===== config.mk =====
export PLATFORM = sky130hd
export DESIGN_NAME = pfcs_top
export DESIGN_NICKNAME = d
export VERILOG_FILES = /design/src/include/pfcs_pkg.sv /design/src/rtl/pfcs_sync.sv /design/src/rtl/pfcs_resolve.sv /design/src/rtl/pfcs_top.sv
export SDC_FILE = /design/constraint.sdc
export NUM_CORES = 1
export LEC_CHECK = 0
export ABC_AREA = 1
export BUFFER_PORTS_ARGS = -buffer_cell sky130_fd_sc_hd__clkbuf_2
export CAP_MARGIN = 30
export CORE_MARGIN = 3
export CORE_UTILIZATION = 40
export CTS_CLUSTER_SIZE = 12
export DETAILED_ROUTE_END_ITERATION = 8
export PLACE_DENSITY = 0.73
export RECOVER_POWER = 50
export SLEW_MARGIN = 20
export SYNTH_ARGS = -nofsm -noshare
export SYNTH_HDL_FRONTEND = slang
export SYNTH_HIERARCHICAL = 1
export SYNTH_SLANG_ARGS = --single-unit

===== constraint.sdc =====
create_clock -name i_ref_clk -period 2.2 [get_ports i_ref_clk]
set_input_delay 0.11 -clock i_ref_clk [delete_from_list [all_inputs] [get_ports i_ref_clk]]
set_output_delay 0.11 -clock i_ref_clk [all_outputs]
set_load 0.005 [all_outputs]

===== src/include/pfcs_pkg.sv =====
package pfcs_pkg;
  // ************************************************************
  // register map
  // ************************************************************
  localparam int PFCS_ADDR_W = 12;
  localparam logic [11:0] PFCS_OFS_FLOW_CTRL = 12'h01a0;
  localparam logic [11:0] PFCS_OFS_STRAP_SHADOW = 12'h01ac;
  // ************************************************************
  // field positions
  // ************************************************************
  localparam int PFCS_BIT_MANUAL = 0;
  localparam int PFCS_BIT_TX_EN = 1;
  localparam int PFCS_BIT_RX_EN = 2;
  localparam int PFCS_BIT_TX_CUR = 3;
  localparam int PFCS_BIT_RX_CUR = 4;
  localparam int PFCS_BIT_DUP_CUR = 5;
  localparam int PFCS_BIT_BP_EN = 6;
  // ************************************************************
  // reset values before straps are caught
  // ************************************************************
  localparam logic PFCS_RST_BIT = 1'b0;
  localparam logic [1:0] PFCS_RST_STATE = 2'h0;
endpackage : pfcs_pkg


===== src/rtl/pfcs_sync.sv =====
`timescale 1ns/1ps
module pfcs_sync
  import pfcs_pkg::*;
#(
  parameter int WIDTH = 1
) (
  input wire logic i_ref_clk,
  input wire logic i_arst_n,
  input wire logic [WIDTH-1:0] i_async,
  output logic [WIDTH-1:0] o_sync
);
  logic [WIDTH-1:0] stage1;
  logic [WIDTH-1:0] stage2;
  logic [WIDTH-1:0] next_stage1;
  logic [WIDTH-1:0] next_stage2;

  always_comb
  begin
    next_stage1 = i_async;
    next_stage2 = stage1;
  end

  always_ff @(posedge i_ref_clk or negedge i_arst_n)
  begin
    if (!i_arst_n)
    begin
      stage1 <= '0;
      stage2 <= '0;
    end
    else
    begin
      stage1 <= next_stage1;
      stage2 <= next_stage2;
    end
  end

  assign o_sync = stage2;
endmodule : pfcs_sync


===== src/rtl/pfcs_resolve.sv =====
`timescale 1ns/1ps
module pfcs_resolve
  import pfcs_pkg::*;
(
  input wire logic i_manual,
  input wire logic i_rx_en,
  input wire logic i_tx_en,
  input wire logic i_an_enable,
  input wire logic i_an_rx_pause,
  input wire logic i_an_tx_pause,
  input wire logic i_half_duplex,
  output logic o_rx_pause,
  output logic o_tx_pause
);
  // ************************************************************
  // choice between written bits and negotiated result
  // ************************************************************
  always_comb
  begin
    if (i_half_duplex)
    begin
      // pause frames only exist in full duplex
      o_rx_pause = 1'b0;
      o_tx_pause = 1'b0;
    end
    else if (i_manual || !i_an_enable)
    begin
      o_rx_pause = i_rx_en;
      o_tx_pause = i_tx_en;
    end
    else
    begin
      o_rx_pause = i_an_rx_pause;
      o_tx_pause = i_an_tx_pause;
    end
  end
endmodule : pfcs_resolve


===== src/rtl/pfcs_top.sv =====
`timescale 1ns/1ps
// What this block does
// bit 6 written 1 enables half-duplex backpressure, 0 disables it.
// bit 5 reads duplex in effect, 0 full, 1 half.
// bit 4 reads whether receive pause is currently active.
// bit 3 reads whether transmit pause is currently active.
// bit 2 enables pause detection when manual or negotiation off.
// bit 1 enables pause generation when manual or negotiation off.
// manual 0 and negotiation on: negotiated result rules, bits ignored.
// manual 0 and negotiation off: written pause bits apply.
// manual 1: written pause bits apply in full duplex.
// defaults come from straps, captured on the third clock edge after reset release.
// loader rewrite of straps updates the derived fields.
// writes here leave the phy advertised pause unchanged.
// negotiated pause states come from phy result, shown in state bits.
module pfcs_top
  import pfcs_pkg::*;
(
  input wire logic i_ref_clk,
  input wire logic i_arst_n,
  input wire logic [11:0] i_addr,
  input wire logic [31:0] i_wdata,
  input wire logic i_wr,
  input wire logic i_rd,
  output logic [31:0] o_rdata,
  input wire logic i_backpressure_default_strap,
  input wire logic i_pause_default_strap,
  input wire logic i_manual_select_default_strap,
  input wire logic i_duplex_half_strap,
  input wire logic i_an_enable_strap,
  input wire logic i_strap_reload,
  input wire logic i_phy_an_enable,
  input wire logic i_phy_half_duplex,
  input wire logic i_phy_an_rx_pause,
  input wire logic i_phy_an_tx_pause,
  output logic o_port1_backpressure_enable,
  output logic o_port1_duplex_in_effect,
  output logic o_port1_rx_pause_in_effect,
  output logic o_port1_tx_pause_in_effect
);
  // ************************************************************
  // pin synchronisers
  // ************************************************************
  logic [9:0] pins_sync;

  pfcs_sync #(
    .WIDTH(10)
  ) u_sync (
    .i_ref_clk(i_ref_clk),
    .i_arst_n(i_arst_n),
    .i_async({i_backpressure_default_strap, i_pause_default_strap,
      i_manual_select_default_strap, i_duplex_half_strap,
      i_an_enable_strap, i_phy_an_enable, i_phy_half_duplex,
      i_phy_an_rx_pause, i_phy_an_tx_pause, i_strap_reload}),
    .o_sync(pins_sync)
  );

  logic s_bp;
  logic s_pause;
  logic s_manual;
  logic s_dup;
  logic s_an;
  logic p_an;
  logic p_half;
  logic p_rx;
  logic p_tx;
  logic s_reload;

  assign {s_bp, s_pause, s_manual, s_dup, s_an, p_an, p_half, p_rx, p_tx,
    s_reload} = pins_sync;

  // ************************************************************
  // strap capture after reset release and on loader reload
  // ************************************************************
  // sync chain needs two edges before straps are valid, so wait
  // three edges before the first capture
  logic [1:0] warm;
  logic [1:0] next_warm;
  logic reload_q;
  logic next_reload_q;
  logic loaded;
  logic next_loaded;
  logic capture;

  assign capture = (warm == 2'h2) || (s_reload && !reload_q);

  // ************************************************************
  // register fields
  // ************************************************************
  logic bp_en;
  logic rx_en;
  logic tx_en;
  logic manual;
  logic strap_dup;
  logic strap_an;
  logic next_bp_en;
  logic next_rx_en;
  logic next_tx_en;
  logic next_manual;
  logic next_strap_dup;
  logic next_strap_an;
  logic wr_fc;

  assign wr_fc = i_wr && (i_addr == PFCS_OFS_FLOW_CTRL);

  always_comb
  begin
    next_warm = (warm == 2'h3) ? warm : warm + 2'h1;
    next_reload_q = s_reload;
    next_loaded = loaded | capture;
    next_bp_en = bp_en;
    next_rx_en = rx_en;
    next_tx_en = tx_en;
    next_manual = manual;
    next_strap_dup = strap_dup;
    next_strap_an = strap_an;
    if (capture)
    begin
      next_bp_en = s_bp;
      next_rx_en = s_pause;
      next_tx_en = s_pause;
      next_manual = s_manual;
      next_strap_dup = s_dup;
      next_strap_an = s_an;
    end
    else if (wr_fc)
    begin
      // only this register changes; advertised pause lives in the phy
      next_bp_en = i_wdata[PFCS_BIT_BP_EN];
      next_rx_en = i_wdata[PFCS_BIT_RX_EN];
      next_tx_en = i_wdata[PFCS_BIT_TX_EN];
      next_manual = i_wdata[PFCS_BIT_MANUAL];
    end
  end

  always_ff @(posedge i_ref_clk or negedge i_arst_n)
  begin
    if (!i_arst_n)
    begin
      warm <= PFCS_RST_STATE;
      reload_q <= PFCS_RST_BIT;
      loaded <= PFCS_RST_BIT;
      bp_en <= PFCS_RST_BIT;
      rx_en <= PFCS_RST_BIT;
      tx_en <= PFCS_RST_BIT;
      manual <= PFCS_RST_BIT;
      strap_dup <= PFCS_RST_BIT;
      strap_an <= PFCS_RST_BIT;
    end
    else
    begin
      warm <= next_warm;
      reload_q <= next_reload_q;
      loaded <= next_loaded;
      bp_en <= next_bp_en;
      rx_en <= next_rx_en;
      tx_en <= next_tx_en;
      manual <= next_manual;
      strap_dup <= next_strap_dup;
      strap_an <= next_strap_an;
    end
  end

  // ************************************************************
  // state in effect
  // ************************************************************
  // phy status wins once the phy reports negotiation; straps
  // stand in until then
  logic an_on;
  logic half;
  logic rx_eff;
  logic tx_eff;

  assign an_on = p_an | strap_an;
  assign half = p_an ? p_half : strap_dup;

  pfcs_resolve u_resolve (
    .i_manual(manual),
    .i_rx_en(rx_en),
    .i_tx_en(tx_en),
    .i_an_enable(an_on),
    .i_an_rx_pause(p_rx),
    .i_an_tx_pause(p_tx),
    .i_half_duplex(half),
    .o_rx_pause(rx_eff),
    .o_tx_pause(tx_eff)
  );

  logic dup_q;
  logic rx_q;
  logic tx_q;
  logic next_dup_q;
  logic next_rx_q;
  logic next_tx_q;

  always_comb
  begin
    next_dup_q = loaded ? half : PFCS_RST_BIT;
    next_rx_q = loaded ? rx_eff : PFCS_RST_BIT;
    next_tx_q = loaded ? tx_eff : PFCS_RST_BIT;
  end

  always_ff @(posedge i_ref_clk or negedge i_arst_n)
  begin
    if (!i_arst_n)
    begin
      dup_q <= PFCS_RST_BIT;
      rx_q <= PFCS_RST_BIT;
      tx_q <= PFCS_RST_BIT;
    end
    else
    begin
      dup_q <= next_dup_q;
      rx_q <= next_rx_q;
      tx_q <= next_tx_q;
    end
  end

  assign o_port1_backpressure_enable = bp_en;
  assign o_port1_duplex_in_effect = dup_q;
  assign o_port1_rx_pause_in_effect = rx_q;
  assign o_port1_tx_pause_in_effect = tx_q;

  // ************************************************************
  // read path
  // ************************************************************
  logic [31:0] rdata;
  logic [31:0] next_rdata;

  always_comb
  begin
    next_rdata = 32'h0000_0000;
    if (i_rd)
    begin
      case (i_addr)
        PFCS_OFS_FLOW_CTRL:
        begin
          next_rdata[PFCS_BIT_BP_EN] = bp_en;
          next_rdata[PFCS_BIT_DUP_CUR] = dup_q;
          next_rdata[PFCS_BIT_RX_CUR] = rx_q;
          next_rdata[PFCS_BIT_TX_CUR] = tx_q;
          next_rdata[PFCS_BIT_RX_EN] = rx_en;
          next_rdata[PFCS_BIT_TX_EN] = tx_en;
          next_rdata[PFCS_BIT_MANUAL] = manual;
        end
        PFCS_OFS_STRAP_SHADOW:
        begin
          next_rdata[0] = strap_an;
          next_rdata[1] = strap_dup;
          next_rdata[2] = loaded;
        end
        default:
        begin
          next_rdata = 32'h0000_0000;
        end
      endcase
    end
  end

  always_ff @(posedge i_ref_clk or negedge i_arst_n)
  begin
    if (!i_arst_n)
    begin
      rdata <= 32'h0000_0000;
    end
    else
    begin
      rdata <= next_rdata;
    end
  end

  assign o_rdata = rdata;

  // ************************************************************
  // checks
  // ************************************************************
  property p_bp_write;
    @(posedge i_ref_clk) disable iff (!i_arst_n)
    (wr_fc && !capture) |=> (o_port1_backpressure_enable
      == $past(i_wdata[PFCS_BIT_BP_EN]));
  endproperty
  a_bp_write: assert property (p_bp_write)
    else $error("backpressure enable not taken from write");

  property p_half_no_pause;
    @(posedge i_ref_clk) disable iff (!i_arst_n)
    o_port1_duplex_in_effect |-> !o_port1_tx_pause_in_effect;
  endproperty
  a_half_no_pause: assert property (p_half_no_pause)
    else $error("pause active in half duplex");

  property p_rx_manual;
    @(posedge i_ref_clk) disable iff (!i_arst_n)
    (loaded && manual && !half && $stable(rx_en)) |=>
      (o_port1_rx_pause_in_effect == $past(rx_en));
  endproperty
  a_rx_manual: assert property (p_rx_manual)
    else $error("manual receive pause not applied");

  property p_tx_an_off;
    @(posedge i_ref_clk) disable iff (!i_arst_n)
    (loaded && !an_on && !half) |=>
      (o_port1_tx_pause_in_effect == $past(tx_en));
  endproperty
  a_tx_an_off: assert property (p_tx_an_off)
    else $error("written transmit pause not applied");

  property p_an_rules;
    @(posedge i_ref_clk) disable iff (!i_arst_n)
    (loaded && !manual && an_on && !half) |=>
      (o_port1_rx_pause_in_effect == $past(p_rx));
  endproperty
  a_an_rules: assert property (p_an_rules)
    else $error("negotiated receive pause not applied");

  property p_strap_load;
    @(posedge i_ref_clk) disable iff (!i_arst_n)
    capture |=> (manual == $past(s_manual)) && (bp_en == $past(s_bp));
  endproperty
  a_strap_load: assert property (p_strap_load)
    else $error("strap defaults not loaded");

  property p_read_state;
    @(posedge i_ref_clk) disable iff (!i_arst_n)
    (i_rd && i_addr == PFCS_OFS_FLOW_CTRL) |=>
      (o_rdata[PFCS_BIT_TX_CUR] == $past(tx_q));
  endproperty
  a_read_state: assert property (p_read_state)
    else $error("state bit read back wrong");

  property p_read_rx_en;
    @(posedge i_ref_clk) disable iff (!i_arst_n)
    (i_rd && i_addr == PFCS_OFS_FLOW_CTRL) |=>
      (o_rdata[PFCS_BIT_RX_EN] == $past(rx_en));
  endproperty
  a_read_rx_en: assert property (p_read_rx_en)
    else $error("receive enable read back wrong");

  property p_cov_reload;
    @(posedge i_ref_clk) disable iff (!i_arst_n)
    loaded && capture;
  endproperty
  c_cov_reload: cover property (p_cov_reload);

  property p_cov_an;
    @(posedge i_ref_clk) disable iff (!i_arst_n)
    !manual && an_on && o_port1_rx_pause_in_effect;
  endproperty
  c_cov_an: cover property (p_cov_an);

  property p_cov_manual;
    @(posedge i_ref_clk) disable iff (!i_arst_n)
    manual && o_port1_tx_pause_in_effect;
  endproperty
  c_cov_manual: cover property (p_cov_manual);
endmodule : pfcs_top


# == After elaboration in Yosys (flattened, before gate mapping) ==
# Cells that the tools add are included.
# totals
regBits,65
input_bits,58
output_inout_bits,36
wordCells,48
# op_classes
add_sub_neg,1
n_eq_ne,4
mux,19
n_bitwise,2
n_reduce_logical,7
# ops
op,n
"12-bit by 9-bit == test with 1-bit output, second input constant",2
1-bit two-way mux,16
7-bit two-way mux,1
3-bit one-hot mux with 2 select lines,1
"2-bit == test, second input constant",2
4-bit two-way mux,1
"2-bit by 1-bit adder with 2-bit output, second input constant",1
1-bit logical AND,2
1-bit zero test,2
1-bit logical OR,2
1-bit bitwise OR,2
2-bit nonzero test,1

# == Logic depth before layout (Yosys ltp) ==
# Gate-level depths: netlist (run 1).
# depth
depth_word,6
ltp_mapped,8

# == By module ==
# Netlist (run 1), hierarchy kept.
# modules_own_cells
module,n_inst,cells_each,area_per_inst_um2
pfcs_top,1,137,1127.3
pfcs_sync,1,20,500.5
pfcs_resolve,1,14,57.6

# == Worst setup path after synthesis (run 1) ==
# No wires, ideal clock.
# synth_timing
path_kind,reg-to-reg
start,reg warm[0]
end,reg rx_en
t_arrival_ns,1.090
setup_slack_ns,0.993
stages_incl_launch_ff,8
cell_sequence,dfrtp_1 > inv_1 > ha_1 > a21oi_2 > buf_2 > nand2_2 > nand2_1 > nand2_1
# synth_via
elab_chain_cells,3
word_cells_on_any_way,4
classes_between,1 x eq/ne; 1 x mux; 2 x reduce/logical
# synth_lines
element,line_no,source
from (decl),pfcs_top.sv:77,logic [1:0] warm;
from (signal assigned),pfcs_top.sv:152,warm <= next_warm;
2-bit == test (*),pfcs_top.sv:85,assign capture = (warm == 2'h2) || (s_reload && !reload_q);
1-bit logical OR (*),pfcs_top.sv:85,
1-bit two-way mux or 2-bit nonzero test (tied branches),--,
to (signal assigned),pfcs_top.sv:156,rx_en <= next_rx_en;
to (decl),pfcs_top.sv:91,logic rx_en;
# Mark *: on every way between the ends. The rest lies on a longest branch, timed or not.
# A chain may end at the register's enable or synchronous reset.

# == Final worst setup path (run 1) ==
# Same ends and word-level chain as after synthesis.

==> results of run 1 <==
[stage by stage]
stage               setup slack (ns)  total power, mW  instances  cell area [um^2]  util (%)
detailed placement             0.567            0.950        257              1840      47.8
floorplan                      0.993            0.916        195              1780         -
finish                         0.593             1.43        277              2040      52.9
global route                   0.406             1.52        277              2040      52.9
CTS                            0.554             1.46        276              2050      53.1
global placement               0.572            0.946        257              1840      47.8
[power breakdown]
| part | total (mW) | switching, mW | internal, mW |
|---|---|---|---|
| Clock | 0.486 | 0.232 | 0.254 |
| Combinational | 0.147 | 0.0804 | 0.0664 |
| Sequential | 0.801 | 0.0233 | 0.778 |
[cell usage after synthesis]
cell type  instances
a21oi_1            1
a21oi_2            1
and3_1             1
buf_2              1
buf_4             25
conb_1             1
dfrtp_1           40
ha_1               2
inv_1             20
inv_2              2
nand2_1           42
nand2_2            3
nand3_1            6
nand3_2            2
nand3b_1           3
nand4_1            3
nor2_1            12
nor2_2             2
nor3_4             1
o21ai_0            2
xnor2_1            1
[kinds of logic (layout without fill, tap and decap cells)]
| group | after synthesis | after routing | share of synthesized area, % |
|---|---|---|---|
| flip-flops | 40 | 40 | 59.4 |
| XOR/XNOR | 1 | 1 | 0.520 |
| adder cells (fa/ha/maj) | 2 | 2 | 1.48 |
| AO/OA/AOI/OAI | 4 | 4 | 1.41 |
| AND/OR/NAND/NOR | 75 | 75 | 20.6 |
| other | 1 | 25 | 0.223 |
| buffers and inverters | 48 | 82 | 16.3 |
[routing by layer]
metal / wire, um / global-route usage, % / vias up / part of all wire (%)
met1: 991 / 11.4 / 493 / 39
met5: 0 / 0 / - / 0
met4: 57 / 6.26 / 0 / 2.3
li1: - / - / 577 / -
met3: 255 / 4.12 / 5 / 10
met2: 1230 / 18.1 / 49 / 48
[worst min-delay path, cell delays in order]
cell and delay, ns:
clkbuf_2 0.07, nand2_1 0.04, nand2_1 0.06, nand2_1 0.05, nand2_1 0.04
[layout make-up]
class / count / area (um^2) / area share [%]
sequential: 40 / 1000 / 49.1
multi-input combinational: 107 / 485 / 23.8
timing repair buffer: 52 / 314 / 15.4
clock buffer: 7 / 86.3 / 4.24
inverter: 22 / 82.6 / 4.05
tap: 48 / 60.1 / 2.95
clock inverter: 1 / 7.51 / 0.369
[worst max path at each step]
| stage | from | endpoint | slack [ns] | depth (start not counted) |
|---|---|---|---|---|
| after floorplan | warm[0] | rx_en | 0.99 | 7 |
| after global placement | warm[0] | tx_en | 0.57 | 8 |
| after detailed placement | warm[0] | rx_en | 0.57 | 8 |
| after CTS | warm[0] | rx_en | 0.55 | 8 |
| after global routing | warm[0] | tx_en | 0.41 | 8 |
| final | warm[0] | rx_en | 0.59 | 8 |
[sequential cells by signal (all words and copies together) (netlist names)]
signal and flops:
o_port1_backpressure_enable 1, reload_q 1, o_port1_rx_pause_in_effect 1, o_rdata 7, tx_en 1, warm 2
strap_dup 1, u_sync/o_sync 10, loaded 1, o_port1_tx_pause_in_effect 1, rx_en 1, u_sync/next_stage2 10
manual 1, o_port1_duplex_in_effect 1, strap_an 1
[layout by cell type (no fill, tap or decap), drive strengths merged]
master,count
clkbuf,48
a21oi,2
nor3,1
clkinvlp,1
xnor2,1
o21ai,2
dlygate4sd3,11
nor2,14
nand4,3
ha,2
nand2,45
nand3,8
inv,22
and3,1
dfrtp,40
nand3b,3
conb,25
==> flow_metrics.env, run 1 <==
export IMPL_hp_class="input pin to flop"
export IMPL_path_delay_family="flip-flops"
export IMPL_ys_warn_count=6
export IMPL_ctsHoldBuffers=11
export IMPL_track_usage_pct=10.8
export IMPL_antenna_found_initial=0
export IMPL_crit_arrival_ns=1.78
export IMPL_r2r_end="rx_en"
export IMPL_clock_fmax_mhz=622
export IMPL_ys_seq_area_share_pct=59.4
export IMPL_postCtsSetupRepairBufs=0
export IMPL_synth_top_cell_area_share_pct=59.4
export IMPL_first_pass_iters=4
export IMPL_hold_depth=5
export IMPL_period_needed_ns=1.61
export IMPL_grt_max_degree=41
export IMPL_hold_start="i_wdata[0]"
export IMPL_drive_gt1_share_pct=24.5
export IMPL_slowest_delay_ns=0.38
export IMPL_ctsHtreeMaxLevel=2
export IMPL_drc=0
export IMPL_grt_overflow_total=0
export IMPL_fin_nets=288
export IMPL_status="finished, final reports clean"
export IMPL_path_cells="inv_1 -> ha_1 -> a21oi_2 -> inv_1 -> nand2_1 -> nand2_1 -> nand2_1 -> nand2_1"
export IMPL_gp_congestion=0.730
export IMPL_n_antenna_cell=0
export IMPL_vias=1124
export IMPL_cp_end_kind="flop"
export IMPL_finalSetupViolCount=0
export IMPL_crit_buf_inv=2
export IMPL_numCtsBuffers=5
export IMPL_synth_area_mm2=0.00169
export IMPL_power_density_mw_per_mm2=704
export IMPL_critPathMaxFanout=12
export IMPL_reg2reg_slack_ns=0.59
export IMPL_required_ns=2.38
export IMPL_ctsRootBufferMaster="clkbuf_8"
export IMPL_drv_slew=0
export IMPL_hold_violations=0
export IMPL_cpMostUsedCell="nand2_1"
export IMPL_cts_resized=0
export IMPL_holdWs_ns=0.118
export IMPL_drtIter0Drc=27
export IMPL_routedWlPerCell_um=9.14
export IMPL_insertion_delay_ns=0.29
export IMPL_ff2ff_path_depth=8
export IMPL_yosys_cell_types_count=21
export IMPL_area_growth_pct=20.9
export IMPL_dieArea_mm2=0.00503
export IMPL_synth_top_area_cell="dfrtp_1"
export IMPL_critPathKind="flop to flop"
export IMPL_drv_cap=0
export IMPL_synth_avg_cell_area_um2=9.86
export IMPL_port_buffers=40
export IMPL_cts_sinks=40
export IMPL_fillCellCount=362
export IMPL_fin_skew_ns=0.00755
export IMPL_ios=94
export IMPL_grt_pass1_vias=1046
export IMPL_final_setup_tns_ns=0
export IMPL_ant_nets=0
export IMPL_fp_dieW_um=70.9
export IMPL_synthCells=171
export IMPL_die_height_um=70.9
export IMPL_core_mm2=0.00385
export IMPL_start_util_pct=43.7
export IMPL_slew_headroom_pct=52.9
export IMPL_ir_drop_mv=0.391
export IMPL_power_leakage_nw=1.17
export IMPL_cts_buffer_depth=2
export IMPL_tightest_slew_ns=0.701
export IMPL_worst_hold_path_endpoint="manual"
export IMPL_viasPerCell=4.06
export IMPL_cts_tree="done"
export IMPL_worstSetupStartpointType="flop"
export IMPL_synth_seq_cells=40
export IMPL_wl_um=2530
export IMPL_synth_area_leaders="dfrtp_1 59%, buf_4 11%, nand2_1 9.4%"
export IMPL_cp_slowest_cell="dfrtp_1"
export IMPL_grt_first_pass_wirelength_um=4180
export IMPL_fin_crit_sh_pct=73.0
export IMPL_rr_startpoint="warm[0]"
export IMPL_rsz0062_at_grt="false"
export IMPL_clk_pin_slew_ns=0.07
export IMPL_num_rows=22
export IMPL_dp_hpwl_um=1900
No activity file was read; power rests on OpenSTA's default activity.
==> inputs of run 2 (changes only) <==
--- a/config.mk
+++ b/config.mk
@@ -5,14 +5,14 @@
 export SDC_FILE = /design/constraint.sdc
 export NUM_CORES = 1
 export LEC_CHECK = 0
-export ABC_AREA = 1
+export ABC_AREA = 0
 export BUFFER_PORTS_ARGS = -buffer_cell sky130_fd_sc_hd__clkbuf_2
 export CAP_MARGIN = 30
 export CORE_MARGIN = 3
 export CORE_UTILIZATION = 40
 export CTS_CLUSTER_SIZE = 12
 export DETAILED_ROUTE_END_ITERATION = 8
-export PLACE_DENSITY = 0.73
+export PLACE_DENSITY = 0.74
 export RECOVER_POWER = 50
 export SLEW_MARGIN = 20
 export SYNTH_ARGS = -nofsm -noshare
==> constraint.sdc (replaced) <==
create_clock -name i_ref_clk -period 1.48 [get_ports i_ref_clk]
set_input_delay 0.074 -clock i_ref_clk [delete_from_list [all_inputs] [get_ports i_ref_clk]]
set_output_delay 0.074 -clock i_ref_clk [all_outputs]
set_load 0.005 [all_outputs]
==> run 2 against run 1 <==
Compared with the run above:
- the flow now finishes with violations (negative setup slack)
- first-iteration DRC count fell by 11%
- wire length rose by 5.6%
- area after synthesis fell by 3.9%
- fmax rose by 5.5%
- critical endpoint is now o_port1_backpressure_enable
- highest routed layer unchanged
- sequential share of layout area fell by 1.7 points
- combinational power rose by 79%
- non-clock buffer count rose by 7
==> flow_metrics.env, run 2 <==
export IMPL_slowest_delay_ns=0.35
export IMPL_grt_overflow_total=0
export IMPL_final_setup_tns_ns=-0.155
export IMPL_grt_max_degree=41
export IMPL_track_usage_pct=12.1
export IMPL_highest_layer="met4"
export IMPL_drive_gt1_share_pct=41.1
export IMPL_yosys_cell_types_count=27
export IMPL_fin_skew_ns=0.00418
export IMPL_ant_nets=0
export IMPL_clk_pin_slew_ns=0.07
export IMPL_synth_area_mm2=0.00162
export IMPL_rr_startpoint="warm[0]"
export IMPL_grt_first_pass_wirelength_um=4390
export IMPL_cp_end_kind="flop"
export IMPL_drc=0
export IMPL_clock_fmax_mhz=656
export IMPL_wl_met2_um=1470
export IMPL_synthTopCellsByCount="40 x dfrtp_1, 25 x buf_4, 7 x and2_1, 7 x mux2_2, 5 x nand2_1"
export IMPL_worstSetupStartpointType="flop"
export IMPL_insertion_delay_ns=0.29
export IMPL_route_met3_wl_um=255
export IMPL_drv_cap=0
export IMPL_vias=991
export IMPL_crit_arrival_ns=1.70
export IMPL_violations="negative setup slack"
export IMPL_slew_headroom_pct=39.2
export IMPL_critPathKind="flop to flop"
export IMPL_num_rows=22
export IMPL_fp_dieW_um=69.6
export IMPL_synth_edf_count=0
export IMPL_ir_drop_mv=0.597
export IMPL_synth_top_cell_area_share_pct=61.8
export IMPL_hp_class="input pin to flop"
export IMPL_antenna_found_initial=0
export IMPL_cp_slowest_cell="dfrtp_1"
export IMPL_dieArea_mm2=0.00485
export IMPL_numCtsBuffers=5
export IMPL_first_pass_iters=4
export IMPL_final_common_cell="clkbuf_2"
export IMPL_final_cell_mix="41 x clkbuf_2, 40 x dfrtp_1, 25 x conb_1"
export IMPL_crit_buf_inv=1
export IMPL_core_mm2=0.00377
export IMPL_status="complete, but fails checks"
export IMPL_drtIter0Drc=24
export IMPL_routedWlPerCell_um=11.5
export IMPL_ctsRootBufferMaster="clkbuf_8"
export IMPL_wl_met1_um=912
export IMPL_area_growth_pct=30.3
export IMPL_viasPerCell=4.25
export IMPL_start_util_pct=43.0
export IMPL_n_antenna_cell=0
export IMPL_gp_congestion=0.833
export IMPL_crit_path_end="o_port1_backpressure_enable"
export IMPL_r2r_end="o_port1_backpressure_enable"
export IMPL_cts_tree="done"
export IMPL_pre_cts_slack_ns=-0.0505
export IMPL_cts_sinks=40
export IMPL_path_delay_family="multiplexers"
export IMPL_crit_cells=5
export IMPL_rsz0062_at_grt="true"
export IMPL_dp_hpwl_um=2030
export IMPL_ctsHtreeMaxLevel=2
export IMPL_synth_avg_cell_area_um2=13.6
export IMPL_period_needed_ns=1.52
export IMPL_fin_crit_sh_pct=103
export IMPL_required_ns=1.65
export IMPL_grt_pass1_vias=999
export IMPL_die_height_um=69.6
export IMPL_drv_slew=0
export IMPL_port_buffers=40
export IMPL_wl_um=2680
export IMPL_ios=94
export IMPL_finalSetupViolCount=4
export IMPL_power_leakage_nw=1.06
export IMPL_ys_warn_count=6
export IMPL_fillCellCount=292
export IMPL_synthCells=119
export IMPL_ys_seq_area_share_pct=61.8
export IMPL_hold_violations=0
export IMPL_yosysMostFrequentCell="dfrtp_1"
export IMPL_reg2reg_slack_ns=-0.04
export IMPL_fin_ws_ns=-0.0437
export IMPL_synth_top_area_cell="dfrtp_1"
export IMPL_startpoint="warm[0]"
export IMPL_cts_buffer_depth=2
export IMPL_critPathMaxFanout=6
export IMPL_power_density_mw_per_mm2=1130
export IMPL_synth_seq_cells=40
export IMPL_async_flop_share_pct=100
export IMPL_cpMostUsedCell="mux2_4"
export IMPL_ys_flop_type="dfrtp_1"
export IMPL_tightest_slew_ns=0.912
export IMPL_fin_nets=244
export IMPL_path_cells="inv_1 -> ha_2 -> a21oi_4 -> mux2_4 -> mux2_4"
export IMPL_synth_area_leaders="dfrtp_1 62%, buf_4 12%, mux2_2 4.9%"
export IMPL_ff2ff_path_depth=5
export IMPL_cts_resized=0
-- run 2: changes by cell type in the layout (fill, tap and decap cells not counted), moves of 7 or more --
cell	previous run	this run
nor2_1	13	1
mux2_4	0	8
buf_4	0	7
inv_1	20	2
nand2_1	42	5
and2_1	0	7
-- run 2: cell type report --
class / count / area [um^2] / share of cell area (%)
sequential: 40 / 1000 / 47.4
multi-input combinational: 76 / 554 / 26.2
timing repair buffer: 59 / 368 / 17.4
clock buffer: 6 / 82.6 / 3.91
tap: 48 / 60.1 / 2.84
clock inverter: 2 / 38.8 / 1.84
inverter: 2 / 7.51 / 0.355
-- run 2: per-layer routing --
metal  GRT usage, %  vias up
met5              0        -
met4           6.60        0
met3           6.09        5
met2           22.0       48
met1           10.8      468
li1               -      470
-- run 2: worst min-delay path by stage --
stage | start | cells after the start | to | slack, ns
finish | i_addr[3] | 3 | o_rdata[1] | 0.1
global route | i_addr[3] | 3 | o_rdata[1] | 0.09
CTS | i_addr[3] | 3 | o_rdata[1] | 0.08
detailed placement | i_arst_n | 2 | u_sync/next_stage2[1] | 0.15
global placement | i_arst_n | 2 | u_sync/next_stage2[7] | 0.13
floorplan | i_arst_n | 0 | loaded | -0.22
-- run 2: cell families (layout without fill, tap and decap cells) --
logic type / count (synthesis) / after routing / synth area share (%)
adders and majority gates: 2 / 2 / 1.54
DFF: 40 / 40 / 61.8
other: 1 / 25 / 0.231
muxes: 11 / 11 / 7.64
and+or+nand+nor: 29 / 29 / 12.6
xor gates and xnor gates: 1 / 1 / 0.541
AOI/OAI and AO/OA: 8 / 8 / 3.63
buffers and inverters: 27 / 69 / 12.0
-- run 2: what timing repair did --
action	CTS	global route
buffers inserted	1	1
pin swaps	0	0
setup endpoints to repair	5	6
endpoints found under the hold margin	50	0
hold buffers	11	0
-- run 2: per-stage QoR --
step	power, mW	area, um^2	utilization, %	hold WS (ns)	cells
finish	2.38	2110	56.0	0.0952	233
global route	2.50	2110	56.0	0.0915	233
CTS	2.41	2110	55.9	0.0780	232
detailed placement	1.47	1870	49.5	0.149	212
global placement	1.45	1870	49.5	0.135	212
floorplan	1.40	1750	-	-0.222	143
-- run 2: where the power goes --
| part | switching [mW] | internal (mW) | total, mW |
|---|---|---|---|
| clock | 0.358 | 0.551 | 0.908 |
| combinational | 0.113 | 0.150 | 0.263 |
| sequential | 0.0431 | 1.16 | 1.21 |
-- run 2: worst reg2reg max path: cells and delay by family, from the launching register on --
family | cells | cell delay [ns]
AOI/OAI and AO/OA | 1 | 0.24
adders and majority gates | 1 | 0.19
buffers and inverters | 1 | 0.05
DFF | 1 | 0.35
muxes | 2 | 0.58
